$ cat config.mk
export PLATFORM = sky130hd
export DESIGN_NAME = ffmd_top
export DESIGN_NICKNAME = d
export VERILOG_FILES = /design/src/logic/ffmd_pkg.sv /design/src/logic/ffmd_top.sv /design/src/logic/ffmd_axis_cmp.sv
export VERILOG_INCLUDE_DIRS = /design/src /design/src/logic
export SDC_FILE = /design/constraint.sdc
export NUM_CORES = 1
export LEC_CHECK = 0
export BUFFER_PORTS_ARGS = -buffer_cell sky130_fd_sc_hd__buf_2
export CORE_MARGIN = 5
export CORE_UTILIZATION = 50
export DETAILED_ROUTE_END_ITERATION = 8
export PLACE_DENSITY = 0.73
export RECOVER_POWER = 50
export SLEW_MARGIN = 15
export SYNTH_ARGS = -nofsm -noshare
export SYNTH_HDL_FRONTEND = slang
export SYNTH_SLANG_ARGS = --single-unit
$ cat constraint.sdc
create_clock -name ref_clk -period 3.1 [get_ports ref_clk]
set_input_delay 0 -clock ref_clk [delete_from_list [all_inputs] [get_ports ref_clk]]
set_output_delay 0 -clock ref_clk [all_outputs]
set_load 0.01 [all_outputs]
$ cat src/logic/ffmd_consts.svh
`ifndef FFMD_CONSTS_SVH
`define FFMD_CONSTS_SVH
// ---------------------------------------------------------------
// register offsets
// ---------------------------------------------------------------
`define FFMD_OFS_CFG      8'h15
`define FFMD_OFS_SRC      8'h16
`define FFMD_OFS_THS      8'h17
`define FFMD_OFS_DBCNT    8'h18
`define FFMD_OFS_THX_MSB  8'h73
`define FFMD_OFS_THX_LSB  8'h74
`define FFMD_OFS_THY_MSB  8'h75
`define FFMD_OFS_THY_LSB  8'h76
`define FFMD_OFS_THZ_MSB  8'h77
`define FFMD_OFS_THZ_LSB  8'h78
// ---------------------------------------------------------------
// field positions
// ---------------------------------------------------------------
`define FFMD_CFG_LATCH    7
`define FFMD_CFG_COMBINE  6
`define FFMD_CFG_EN_LO    3
`define FFMD_SRC_EA       7
`define FFMD_THS_DBMODE   7
`define FFMD_MSB_XYZ_EN   7
`define FFMD_CFG_WMASK    8'hf8
// ---------------------------------------------------------------
// reset values and scaling
// ---------------------------------------------------------------
`define FFMD_RST_CFG      8'h00
`define FFMD_RST_THS      8'h00
`define FFMD_RST_DBCNT    8'h00
`define FFMD_COMMON_MG_LSB 63
`define FFMD_COMMON_SHIFT 6
`endif

$ cat src/logic/ffmd_pkg.sv
`default_nettype none
package ffmd_pkg;
   typedef struct packed {
      logic [7:0]       cfg;
      logic [7:0]       ths;
      logic [7:0]       dblim;
      logic             xyz_en;
      logic [2:0][12:0] thr;
      logic [7:0]       cnt;
      logic             ea;
      logic [2:0]       evt;
      logic [2:0]       pol;
      logic [7:0]       rdata;
   } ffmd_state_t;
endpackage : ffmd_pkg
`default_nettype wire

$ cat src/logic/ffmd_top.sv
`timescale 1ns/1ps
`default_nettype none
`include "ffmd_consts.svh"
module ffmd_top
   import ffmd_pkg::*;
#(
   parameter int SW = 14
) (
   input  wire logic          ref_clk,
   input  wire logic          arst_n,
   input  wire logic          sample_valid,
   input  wire logic [SW-1:0] sample_x,
   input  wire logic [SW-1:0] sample_y,
   input  wire logic [SW-1:0] sample_z,
   input  wire logic [7:0]    reg_addr,
   input  wire logic          reg_wr,
   input  wire logic [7:0]    reg_wdata,
   input  wire logic          reg_rd,
   output var  logic [7:0]    reg_rdata,
   output var  logic          event_active_flag
);
   if (SW != 14) begin : g_bad_sw
      $error("ffmd_top: threshold layout needs SW of 14");
   end

   // ------------------------------------------------------------
   // state
   // ------------------------------------------------------------
   ffmd_state_t st_r;
   ffmd_state_t st_nxt;

   logic [2:0][SW-1:0] smp;
   logic [2:0][SW-2:0] thr_use;
   logic [2:0]         lo;
   logic [2:0]         hi;
   logic [2:0]         ng;
   logic [2:0]         en;
   logic [2:0]         axc;
   logic               oae;
   logic               ele;
   logic               dbmode;
   logic               cond;
   logic               det;
   logic               src_rd;
   logic [7:0]         src_val;

   assign smp    = {sample_z, sample_y, sample_x};
   assign en     = st_r.cfg[`FFMD_CFG_EN_LO +: 3];
   assign oae    = st_r.cfg[`FFMD_CFG_COMBINE];
   assign ele    = st_r.cfg[`FFMD_CFG_LATCH];
   assign dbmode = st_r.ths[`FFMD_THS_DBMODE];
   assign src_rd = reg_rd && (reg_addr == `FFMD_OFS_SRC);

   function automatic logic [7:0] src_word(input logic ea_i,
                                           input logic [2:0] ev,
                                           input logic [2:0] pl,
                                           input logic [2:0] en_i);
      logic [7:0] w;
      int         i;
      w = 8'h00;
      w[`FFMD_SRC_EA] = ea_i;
      for (i = 0; i < 3; i++) begin
         w[2*i+1] = ev[i] & en_i[i];
         w[2*i]   = pl[i] & en_i[i];
      end
      return w;
   endfunction : src_word

   // ------------------------------------------------------------
   // per-axis compare
   // ------------------------------------------------------------
   // common threshold step of 63 mg sits at magnitude bit 6
   for (genvar g = 0; g < 3; g++) begin : g_axis
      assign thr_use[g] = st_r.xyz_en ? st_r.thr[g] :
         {st_r.ths[6:0], {`FFMD_COMMON_SHIFT{1'b0}}};
      ffmd_axis_cmp #(.SW(SW)) u_cmp (
         .sample (smp[g]),
         .thresh (thr_use[g]),
         .low_g  (lo[g]),
         .high_g (hi[g]),
         .neg    (ng[g])
      );
      assign axc[g] = en[g] & (oae ? hi[g] : lo[g]);
   end

   always_comb begin
      if (oae)
         cond = |axc;
      else
         cond = (en != 3'b000) && ((axc | ~en) == 3'b111);
      det = sample_valid && cond && (st_r.cnt >= st_r.dblim);
   end

   assign src_val = src_word(st_r.ea, st_r.evt, st_r.pol, en);

   // ------------------------------------------------------------
   // next state
   // ------------------------------------------------------------
   always_comb begin
      st_nxt = st_r;
      // debounce counter
      if (sample_valid) begin
         if (cond) begin
            if (st_r.cnt < st_r.dblim)
               st_nxt.cnt = st_r.cnt + 8'h01;
         end else if (dbmode) begin
            st_nxt.cnt = 8'h00;
         end else if (st_r.cnt != 8'h00) begin
            st_nxt.cnt = st_r.cnt - 8'h01;
         end
      end
      // event flag and axis flags
      if (ele) begin
         // a new event in the clearing cycle wins over the read
         if (src_rd)
            st_nxt.ea = 1'b0;
         if (det)
            st_nxt.ea = 1'b1;
         if (sample_valid && (!st_r.ea || src_rd)) begin
            st_nxt.evt = axc;
            st_nxt.pol = ng & axc;
         end else if (src_rd) begin
            st_nxt.evt = 3'b000;
            st_nxt.pol = 3'b000;
         end
      end else if (sample_valid) begin
         st_nxt.ea  = det;
         st_nxt.evt = axc;
         st_nxt.pol = ng & axc;
      end
      // register writes
      if (reg_wr) begin
         unique case (reg_addr)
            `FFMD_OFS_CFG:
               st_nxt.cfg = reg_wdata & `FFMD_CFG_WMASK;
            `FFMD_OFS_THS:   st_nxt.ths = reg_wdata;
            `FFMD_OFS_DBCNT: st_nxt.dblim = reg_wdata;
            `FFMD_OFS_THX_MSB: begin
               st_nxt.xyz_en = reg_wdata[`FFMD_MSB_XYZ_EN];
               st_nxt.thr[0][12:6] = reg_wdata[6:0];
            end
            `FFMD_OFS_THX_LSB: st_nxt.thr[0][5:0] = reg_wdata[7:2];
            `FFMD_OFS_THY_MSB: st_nxt.thr[1][12:6] = reg_wdata[6:0];
            `FFMD_OFS_THY_LSB: st_nxt.thr[1][5:0] = reg_wdata[7:2];
            `FFMD_OFS_THZ_MSB: st_nxt.thr[2][12:6] = reg_wdata[6:0];
            `FFMD_OFS_THZ_LSB: st_nxt.thr[2][5:0] = reg_wdata[7:2];
            default: ;
         endcase
      end
      // register reads; unmapped addresses return zero
      if (reg_rd) begin
         unique case (reg_addr)
            `FFMD_OFS_CFG:     st_nxt.rdata = st_r.cfg;
            `FFMD_OFS_SRC:     st_nxt.rdata = src_val;
            `FFMD_OFS_THS:     st_nxt.rdata = st_r.ths;
            `FFMD_OFS_DBCNT:   st_nxt.rdata = st_r.dblim;
            `FFMD_OFS_THX_MSB: st_nxt.rdata = {st_r.xyz_en, st_r.thr[0][12:6]};
            `FFMD_OFS_THX_LSB: st_nxt.rdata = {st_r.thr[0][5:0], 2'b00};
            `FFMD_OFS_THY_MSB: st_nxt.rdata = {1'b0, st_r.thr[1][12:6]};
            `FFMD_OFS_THY_LSB: st_nxt.rdata = {st_r.thr[1][5:0], 2'b00};
            `FFMD_OFS_THZ_MSB: st_nxt.rdata = {1'b0, st_r.thr[2][12:6]};
            `FFMD_OFS_THZ_LSB: st_nxt.rdata = {st_r.thr[2][5:0], 2'b00};
            default:           st_nxt.rdata = 8'h00;
         endcase
      end
   end

   always_ff @(posedge ref_clk or negedge arst_n) begin
      if (!arst_n) begin
         st_r       <= '0;
         st_r.cfg   <= `FFMD_RST_CFG;
         st_r.ths   <= `FFMD_RST_THS;
         st_r.dblim <= `FFMD_RST_DBCNT;
      end else begin
         st_r <= st_nxt;
      end
   end

   assign reg_rdata         = st_r.rdata;
   assign event_active_flag = st_r.ea;
endmodule : ffmd_top
`default_nettype wire

$ cat src/logic/ffmd_axis_cmp.sv
`timescale 1ns/1ps
`default_nettype none
// ---------------------------------------------------------------
// one axis: magnitude against threshold
// ---------------------------------------------------------------
module ffmd_axis_cmp #(
   parameter int SW = 14
) (
   input  wire logic [SW-1:0] sample,
   input  wire logic [SW-2:0] thresh,
   output var  logic          low_g,
   output var  logic          high_g,
   output var  logic          neg
);
   logic [SW-1:0] mag;
   always_comb begin
      neg = sample[SW-1];
      // unsigned magnitude; most negative value still fits in sw bits
      mag = neg ? (~sample + {{(SW-1){1'b0}}, 1'b1}) : sample;
      low_g  = mag < {1'b0, thresh};
      high_g = mag > {1'b0, thresh};
   end
endmodule : ffmd_axis_cmp
`default_nettype wire

==> results.yml, run 1 <==
run_status:
  status: "finished with violations"
  violations: "max-capacitance violations, max-slew violations, negative setup slack"
logic_synthesis:
  syn_nets: 782
  yosysTopAreaCellShare: 0.328
  synth_cell_types: 74
  synth.area.mux_share: 0.135
  yosys-top-cells-area: "dfrtp_1, mux2_2, ha_1, xnor2_1, nand2_1"
  yosysMostFrequentCell: "dfrtp_1"
  synth-seq-area-share: 0.328
  syn_area_mm2: 0.00640
  ys.flop_type: "dfrtp_1"
  avgSynthCellArea_um2: 9.62
  synth_xor_area_frac: 0.0451
  ys_ff_latch: 84
  synth-compound-area-share: 0.185
  synth_top_family_by_area: "compound AO/OA/AOI/OAI gates"
  synth_cells: 666
  yosysWarningCount: 0
  synth_common_cells: "dfrtp_1, mux2_2, nand2_1, ha_1, a21oi_1"
  synth.largest_area_cell: "dfrtp_1"
  synthArstFlopShare: 1.00
  synth_edf_count: 0
  synthAdderAreaFrac: 0.104
  yosys.area_share.simple: 0.164
clock_tree:
  numClockSinks: 84
  cts_buffers: 9
  clock_path_buffers: 2
  cts.clk_slew.worst_paths_ns: 0.06
  cts_tree: "yes"
  insertion_delay_ns: 0.34
  clock-root-buffer: "clkbuf_16"
  htree_num_levels: 3
critical_path:
  critPathTopFamily: "simple AND/OR/NAND/NOR gates"
  crit_arrival_ns: 3.57
  crit_top_cell: "or3_4"
  crit_slowest_cell: "or4_4"
  critPathMaxStageDelay_ns: 0.52
  path_max_fanout: 8
  worst-path-buf-inv: 2
  critical_path_required_ns: 3.32
  start_kind: "input port"
  path_cells: "buf_8, or4_4, or3_4, o31ai_4, xnor2_1, ha_1, nand3_2, or3_4, a31oi_4, o22ai_4, a311o_1, a21oi_4, buf_6, mux2i_2, o211ai_2"
  end_kind: "register"
  path_class: "input port to register"
die:
  core_mm2: 0.0126
  rows: 41
  dieHeight_um: 123
  ios: 72
  initial_core_util: 0.510
  fp.dieArea_mm2: 0.0152
  dieWidth_um: 123
global_routing:
  busiest_layer: "met2"
  use_met3: 0.0535
  met2_usage: 0.427
  grt_use_met1: 0.324
  grt_antenna_before_repair: 0
  overflow: 0
  gr-usage-all-layers: 0.262
  grt_pass1_wl_mm: 31.0
  grt_max_degree: 85
  grt_pass1_vias: 6132
timing:
  period_needed_ns: 3.36
  skew_ns: 0.00768
  hold_viol_final: 0
  slew_headroom: -0.382
  timing.final.ws_setup_ns: -0.258
  fmax_mhz: 298
  fin_crit_sh: 1.08
  finalSetupViolations: 9
  rsz0062_at_grt: "true"
  drv_slew: 85
  worst_slew_pin_slew_ns: 2.07
  whs_ns: 0.0643
  tns_ns: -1.75
layout:
  areaGrowthSynthToFinish_pct: 26.0
  nFillCells: 990
  n_antenna_cell: 0
  drive_gt1_frac: 0.351
  multi_input_area_mm2: 0.00427
  fin_nets: 928
  final_cells: 989
  utilization: 0.642
  seq_area_mm2: 0.00210
  final_cell_area_mm2: 0.00807
placement:
  place_area_mm2: 0.00753
  gp_congestion: 0.899
  io_buffers: 71
  hpwl_mm: 15.1
  post-place-cells: 965
  preCtsSetupSlack_ns: -0.735
hold_path:
  hp-class: "input port to register"
route:
  drc_errors: 0
  drt-pass1-iter-count: 6
  ant_nets: 0
  vias: 6005
  drtIter0Drc: 501
  wire_per_inst_um: 19.6
  drt-total-wl_mm: 19.3
  via_per_inst: 6.07
pwr:
  ir_drop_uv: 284
  swShare: 0.330
  power_frac_comb: 0.286
  p_per_area_mw_per_mm2: 427
  power_frac_seq: 0.393
  pwr-share-clk: 0.321
  p_leak_nw: 3.58
  p_int_mw: 2.31
  power_mw: 3.44
  switchingPower_mw: 1.14
run:
  cap_violations: 1
[metal layers]
layer | part of all wire | routed length, um | vias up
met5 | 0 | 0 | -
met2 | 0.48 | 9330 | 215
li1 | - | - | 2802
met4 | 0.054 | 1040 | 0
met1 | 0.41 | 7840 | 2925
met3 | 0.058 | 1130 | 63
[timing repair]
item	in CTS	in global routing
setup buffers	4	1
gates resized for setup	35	8
endpoints found under the setup margin	9	11
pin swaps	5	8
endpoints found under the hold margin	93	0
hold buffers	4	0
[power groups by stage]
stage / combinational, mW / clock, mW / sequential (mW)
2_1_floorplan: 0.643 / 0 / 1.27
3_3_place_gp: 0.872 / 0 / 1.35
3_5_place_dp: 0.923 / 0 / 1.36
4_1_cts: 0.967 / 1.11 / 1.35
5_1_grt: 1.10 / 1.15 / 1.36
6_report: 0.985 / 1.10 / 1.35
[kinds of logic after synthesis]
| kind of cell | count (synthesis) |
|---|---|
| and+or+nand+nor | 200 |
| AOI/OAI and AO/OA | 166 |
| DFF | 84 |
| muxes | 75 |
| buffers and inverters | 55 |
| adders and majority gates | 53 |
| xor gates and xnor gates | 33 |
[sequential cells by signal, indices dropped and copies added (netlist names)]
name and cells:
st_r 69, reg_rdata 8, en 3, dbmode 1
ele 1, event_active_flag 1, oae 1
[final timing paths]
path                                      start              endpoint  slack (ns)  depth (start not counted)
min in group asynchronous                arst_n  st_r[19]$_DFFE_PN0P_        0.78                          2
max in group asynchronous                arst_n  st_r[62]$_DFFE_PN0P_        0.94                          2
max                                 sample_z[7]  st_r[18]$_DFFE_PN0P_       -0.26                         15
min                                reg_wdata[7]  st_r[70]$_DFFE_PN0P_        0.06                          2
max reg2reg                st_r[62]$_DFFE_PN0P_  st_r[18]$_DFFE_PN0P_       -0.26                         13
min reg2reg                st_r[11]$_DFFE_PN0P_  st_r[11]$_DFFE_PN0P_        0.49                          1
[final cells by class]
cell class              count  share of cell area
repair buffers            165               0.135
inverters                  25              0.0116
flip-flops and latches     84               0.261
multi-input cells         527               0.529
clock inverters             5             0.00760
clock buffers              11              0.0301
well taps                 172              0.0267
[placed cells by master (no fill, tap or decap), types with 5 or more instances in the layout]
master	synthesis	routed
buf_4	8	85
dfrtp_1	84	83
mux2_2	62	62
buf_2	2	60
nand2_1	58	58
ha_1	53	53
a21oi_1	39	36
nor2_1	36	35
xnor2_1	33	33
inv_1	25	25
o21ai_0	29	24
nand3_1	19	18
a31oi_1	14	13
nand2b_1	10	10
a21o_1	10	10
clkbuf_1	16	10
nor3_1	9	9
nand4_1	9	9
mux2i_1	10	9
clkbuf_16	0	9
or3_1	8	7
o31ai_1	10	6
nor2b_1	11	6
and3_1	6	6
a222oi_1	6	6
and2_1	6	5
buf_6	1	5
Note: power is estimated with default switching activity, not from simulation.
==> inputs of run 2 (changes only) <==
--- a/config.mk
+++ b/config.mk
@@ -7,10 +7,12 @@
 export NUM_CORES = 1
 export LEC_CHECK = 0
 export BUFFER_PORTS_ARGS = -buffer_cell sky130_fd_sc_hd__buf_2
-export CORE_MARGIN = 5
-export CORE_UTILIZATION = 50
+export CELL_PAD_IN_SITES_DETAIL_PLACEMENT = 2
+export CELL_PAD_IN_SITES_GLOBAL_PLACEMENT = 2
+export CORE_MARGIN = 1
+export CORE_UTILIZATION = 34
 export DETAILED_ROUTE_END_ITERATION = 8
-export PLACE_DENSITY = 0.73
+export PLACE_DENSITY_LB_ADDON = 0.1
 export RECOVER_POWER = 50
 export SLEW_MARGIN = 15
 export SYNTH_ARGS = -nofsm -noshare
==> results.yml, run 2 (synthesis gave the netlist of run 1 again) <==
layout:
  final_cells: 1091
  final_cell_mix: "buf_4, dfrtp_1, mux2_2"
  drive_gt1_frac: 0.432
  largest_reg_flops: 69
  fin_nets: 973
  final_common_cell: "buf_4"
  n_antenna_cell: 0
  utilization: 0.486
  top_register: "st_r"
  areaGrowthSynthToFinish_pct: 38.3
  nFillCells: 1942
timing:
  hold_viol_final: 0
  whs_ns: 0.0751
  slew_headroom: -0.463
  finalSetupViolations: 9
  period_needed_ns: 3.46
  drv_slew: 81
  fmax_mhz: 289
  rsz0062_at_grt: "true"
  skew_ns: 0.0141
  timing.final.ws_setup_ns: -0.361
  worst_slew_pin_slew_ns: 2.19
  fin_crit_sh: 1.12
critical_path:
  start_kind: "input port"
  crit_arrival_ns: 3.69
  reg2regPathDepth: 15
  critical_path_required_ns: 3.33
  path_max_fanout: 5
  end_kind: "register"
  path_class: "input port to register"
die:
  dieHeight_um: 139
  dieWidth_um: 139
  core_mm2: 0.0182
  initial_core_util: 0.352
  fp.dieArea_mm2: 0.0194
  ios: 72
  rows: 49
route:
  drt-total-wl_mm: 28.5
  drt-pass1-iter-count: 7
  vias: 6517
  drtIter0Drc: 367
  drc_errors: 4
  ant_nets: 0
  via_per_inst: 5.97
  wire_per_inst_um: 26.1
pwr:
  ir_drop_uv: 268
  p_leak_nw: 3.91
  power_mw: 3.76
  p_per_area_mw_per_mm2: 425
global_routing:
  overflow: 0
  gr-usage-all-layers: 0.288
  grt_antenna_before_repair: 0
  grt_pass1_vias: 7123
  grt_pass1_wl_mm: 42.2
  grt_max_degree: 81
placement:
  io_buffers: 71
  gp_congestion: 0.868
  preCtsSetupSlack_ns: -1.01
  hpwl_mm: 19.8
  post-place-cells: 1047
run_status:
  status: "finished with violations"
  violations: "design-rule violations, max-capacitance violations, max-slew violations, negative setup slack"
hold_path:
  min_path_cells: 2
  hp-class: "input port to register"
clock_tree:
  htree_num_levels: 3
  clock_path_buffers: 2
  numClockSinks: 84
  clock-root-buffer: "clkbuf_16"
  cts_buffers: 9
  cts_tree: "yes"
  insertion_delay_ns: 0.36
  cts.clk_slew.worst_paths_ns: 0.08
run:
  cap_violations: 1
==> run 2: changes by cell type in the layout (fill, tap and decap cells not counted), sizes merged <==
cell | previous run | this run
a21oi | 40 | 41
inv | 25 | 26
clkinvlp | 0 | 1
clkbuf | 21 | 20
buf | 151 | 194
==> run 2: critical path: stages <==
cell,delay [ns]
buf_2,0.12
inv_1,0.08
ha_1,0.17
nand2b_1,0.09
nand2b_4,0.15
or2_4,0.26
o41ai_2,0.31
xnor2_1,0.23
ha_1,0.33
and3_4,0.20
a221oi_2,0.35
o22ai_2,0.19
o21ai_2,0.17
buf_4,0.14
and2_4,0.17
a21oi_4,0.10
buf_6,0.13
o21a_4,0.18
a221o_1,0.30
==> run 2: area by class of cell <==
class / count / area [um^2] / share of cell area
clock buffer: 9 / 225 / 0.0254
clock inverter: 7 / 76.3 / 0.00862
inverter: 25 / 93.8 / 0.0106
multi-input combinational: 528 / 4580 / 0.517
sequential: 84 / 2100 / 0.237
tap: 229 / 287 / 0.0323
timing repair buffer: 209 / 1500 / 0.169
==> run 2: final timing paths <==
check,from,end,slack [ns]
max,sample_y[1],st_r[16]$_DFFE_PN0P_,-0.36
min,reg_wdata[6],st_r[40]$_DFFE_PN0P_,0.08
max reg2reg,st_r[62]$_DFFE_PN0P_,st_r[16]$_DFFE_PN0P_,-0.36
min reg2reg,st_r[11]$_DFFE_PN0P_,st_r[11]$_DFFE_PN0P_,0.49
max in group asynchronous,arst_n,st_r[62]$_DFFE_PN0P_,0.82
min in group asynchronous,arst_n,st_r[17]$_DFFE_PN0P_,0.76
==> run 2: repair_timing <==
item,in CTS,in global routing
hold buffers,4,0
pin swaps,29,20
gates cloned,1,1
endpoints found under the setup margin,15,15
hold endpoints to repair,90,0
resized for setup,70,47
setup buffers,17,8
==> run 2: where the power goes <==
part / internal (mW) / switching (mW) / total, mW
clock network: 0.632 / 0.526 / 1.16
registers: 1.18 / 0.144 / 1.33
logic: 0.578 / 0.699 / 1.28
==> run 2: through the flow <==
stage	cell area [um^2]	setup TNS (ns)
finish	8860	-2.95
CTS	8570	-1.93
global placement	7780	-8.07
floorplan	6460	-1.93
detailed placement	7780	-10.35
global route	8860	-3.89
==> run 2: per-layer routing <==
metal / global-route usage / part of all wire
met1: 0.364 / 0.43
met2: 0.499 / 0.50
met3: 0.0382 / 0.035
met4: 0.105 / 0.035
met5: 0 / 0
==> inputs of run 3 (changes only) <==
--- a/config.mk
+++ b/config.mk
@@ -7,12 +7,10 @@
 export NUM_CORES = 1
 export LEC_CHECK = 0
 export BUFFER_PORTS_ARGS = -buffer_cell sky130_fd_sc_hd__buf_2
-export CELL_PAD_IN_SITES_DETAIL_PLACEMENT = 2
-export CELL_PAD_IN_SITES_GLOBAL_PLACEMENT = 2
 export CORE_MARGIN = 1
-export CORE_UTILIZATION = 34
+export CORE_UTILIZATION = 50
 export DETAILED_ROUTE_END_ITERATION = 8
-export PLACE_DENSITY_LB_ADDON = 0.1
+export PLACE_DENSITY_LB_ADDON = 0.08
 export RECOVER_POWER = 50
 export SLEW_MARGIN = 15
 export SYNTH_ARGS = -nofsm -noshare
==> results.yml, run 3 (synthesis gave the netlist of run 1 again) <==
critical_path:
  critPathMaxStageDelay_ns: 0.50
  critPathTopFamily: "compound AO/OA/AOI/OAI gates"
  end_kind: "register"
  timing.rr.start: "st_r[62]$_DFFE_PN0P_"
  path_max_fanout: 8
  crit_start: "st_r[62]$_DFFE_PN0P_"
  path_cells: "buf_6, a21oi_1, ha_1, a21oi_1, o21a_1, o21ai_2, o31a_1, a311o_1, a21oi_4, buf_6, mux2i_1, o211ai_2"
  path_class: "register to register"
  worst-path-buf-inv: 2
  start_kind: "register"
  crit_arrival_ns: 3.52
  crit_slowest_cell: "dfrtp_2"
  critical_path_required_ns: 3.31
placement:
  io_buffers: 71
  hpwl_mm: 14.9
  place_area_mm2: 0.00761
  gp_congestion: 0.936
  post-place-cells: 973
layout:
  n_antenna_cell: 0
  fin_nets: 949
  nFillCells: 944
  drive_gt1_frac: 0.403
  final_cells: 1006
  areaGrowthSynthToFinish_pct: 33.7
  final_cell_mix: "buf_4, dfrtp_1, mux2_2"
  final_cell_area_mm2: 0.00856
  top_register: "st_r"
  final_common_cell: "buf_4"
  largest_reg_flops: 69
clock_tree:
  cts_buffers: 9
  cts.clk_slew.worst_paths_ns: 0.07
  numClockSinks: 84
  insertion_delay_ns: 0.35
  htree_num_levels: 3
  cts_tree: "yes"
  clock-root-buffer: "clkbuf_16"
  clock_path_buffers: 2
pwr:
  switchingPower_mw: 1.20
  power_frac_seq: 0.379
  ir_drop_uv: 350
  pwr-share-clk: 0.316
  p_per_area_mw_per_mm2: 414
  p_leak_nw: 3.77
  swShare: 0.339
  power_frac_comb: 0.304
  p_int_mw: 2.35
route:
  route.met2.wl_mm: 10.0
  drc_errors: 0
  wire_per_inst_um: 20.2
  vias: 6163
  drt-pass1-iter-count: 5
  wl_met3_mm: 1.23
  via_per_inst: 6.13
  met1_length_mm: 8.48
  topRoutingLayerUsed: "met4"
  drt-total-wl_mm: 20.3
  ant_nets: 0
  drtIter0Drc: 550
die:
  rows: 40
  core_mm2: 0.0123
  fp.dieArea_mm2: 0.0133
  dieWidth_um: 115
  ios: 72
  dieHeight_um: 115
  initial_core_util: 0.522
timing:
  tns_ns: -1.45
  drv_slew: 85
  fin_crit_sh: 1.07
  timing.final.ws_setup_ns: -0.208
  finalSetupViolations: 10
  rsz0062_at_grt: "true"
  period_needed_ns: 3.31
  fmax_mhz: 302
  hold_viol_final: 0
  skew_ns: 0.00784
  worst_slew_pin_slew_ns: 2.11
  slew_headroom: -0.404
run_status:
  status: "finished with violations"
  violations: "max-capacitance violations, max-slew violations, negative setup slack"
global_routing:
  grt_max_degree: 85
  grt_pass1_vias: 6190
  grt_pass1_wl_mm: 31.7
  overflow: 0
  grt_antenna_before_repair: 0
  gr-usage-all-layers: 0.314
run:
  cap_violations: 1
hold_path:
  min_from: "reg_rd"
  hp-class: "input port to register"
-- run 3: cell count changes in the layout (fill, tap and decap cells not counted), moves of 3 or more --
cell and change:
nand2_2 -3, ha_1 -3, buf_4 -24, nor2b_1 -3, nor2b_4 +4, nand2_1 +4
a21oi_2 -3, inv_6 +4
-- run 3: timing repair --
item / in CTS / in global routing
gates resized for setup: 40 / 66
endpoints found under the setup margin: 10 / 12
setup buffers: 7 / 9
cloned: 0 / 1
hold endpoints to repair: 95 / 0
hold buffers: 4 / 0
pin swaps: 16 / 26
-- run 3: path summary, 6_finish.rpt --
| kind | end | slack [ns] | cells after the start |
|---|---|---|---|
| setup / recovery | st_r[18]$_DFFE_PN0P_ | -0.21 | 12 |
| hold / removal | reg_rdata[2]$_DFFE_PN0P_ | 0.07 | 2 |
| setup reg to reg | st_r[18]$_DFFE_PN0P_ | -0.21 | 12 |
| min in group asynchronous | event_active_flag$_DFFE_PN0P_ | 0.79 | 2 |
| hold reg to reg | st_r[12]$_DFFE_PN0P_ | 0.48 | 1 |
| max in group asynchronous | st_r[62]$_DFFE_PN0P_ | 0.91 | 2 |
-- run 3: per-stage QoR --
stage	hold WS [ns]	setup slack [ns]	power (mW)	util
2_1_floorplan	-0.296	-0.312	1.91	-
3_3_place_gp	0.248	-0.594	2.25	0.621
3_5_place_dp	0.254	-0.695	2.29	0.621
4_1_cts	0.0629	-0.149	3.46	0.667
5_1_grt	0.0746	-0.308	3.73	0.698
6_report	0.0705	-0.208	3.55	0.698
-- run 3: area by class of cell --
cell class,instances,area (um^2),area share
timing repair buffer,186,1320,0.154
clock inverter,7,78.8,0.00920
multi-input combinational,527,4530,0.529
clock buffer,9,225,0.0263
sequential,84,2100,0.246
inverter,25,93.8,0.0110
tap,168,210,0.0245
-- run 3: layer usage --
| layer | GRT usage | vias to the layer above |
|---|---|---|
| met1 | 0.404 | 3027 |
| met2 | 0.539 | 243 |
| met4 | 0.0996 | 0 |
| met3 | 0.0554 | 49 |
| met5 | 0 | - |
| li1 | - | 2844 |
-- run 3: power by group through the flow --
stage | Sequential [mW] | Combinational (mW) | Clock [mW]
after floorplan | 1.27 | 0.643 | 0
after global placement | 1.35 | 0.901 | 0
after detailed placement | 1.36 | 0.936 | 0
after CTS | 1.33 | 0.996 | 1.13
after global routing | 1.36 | 1.20 | 1.17
final | 1.35 | 1.08 | 1.12
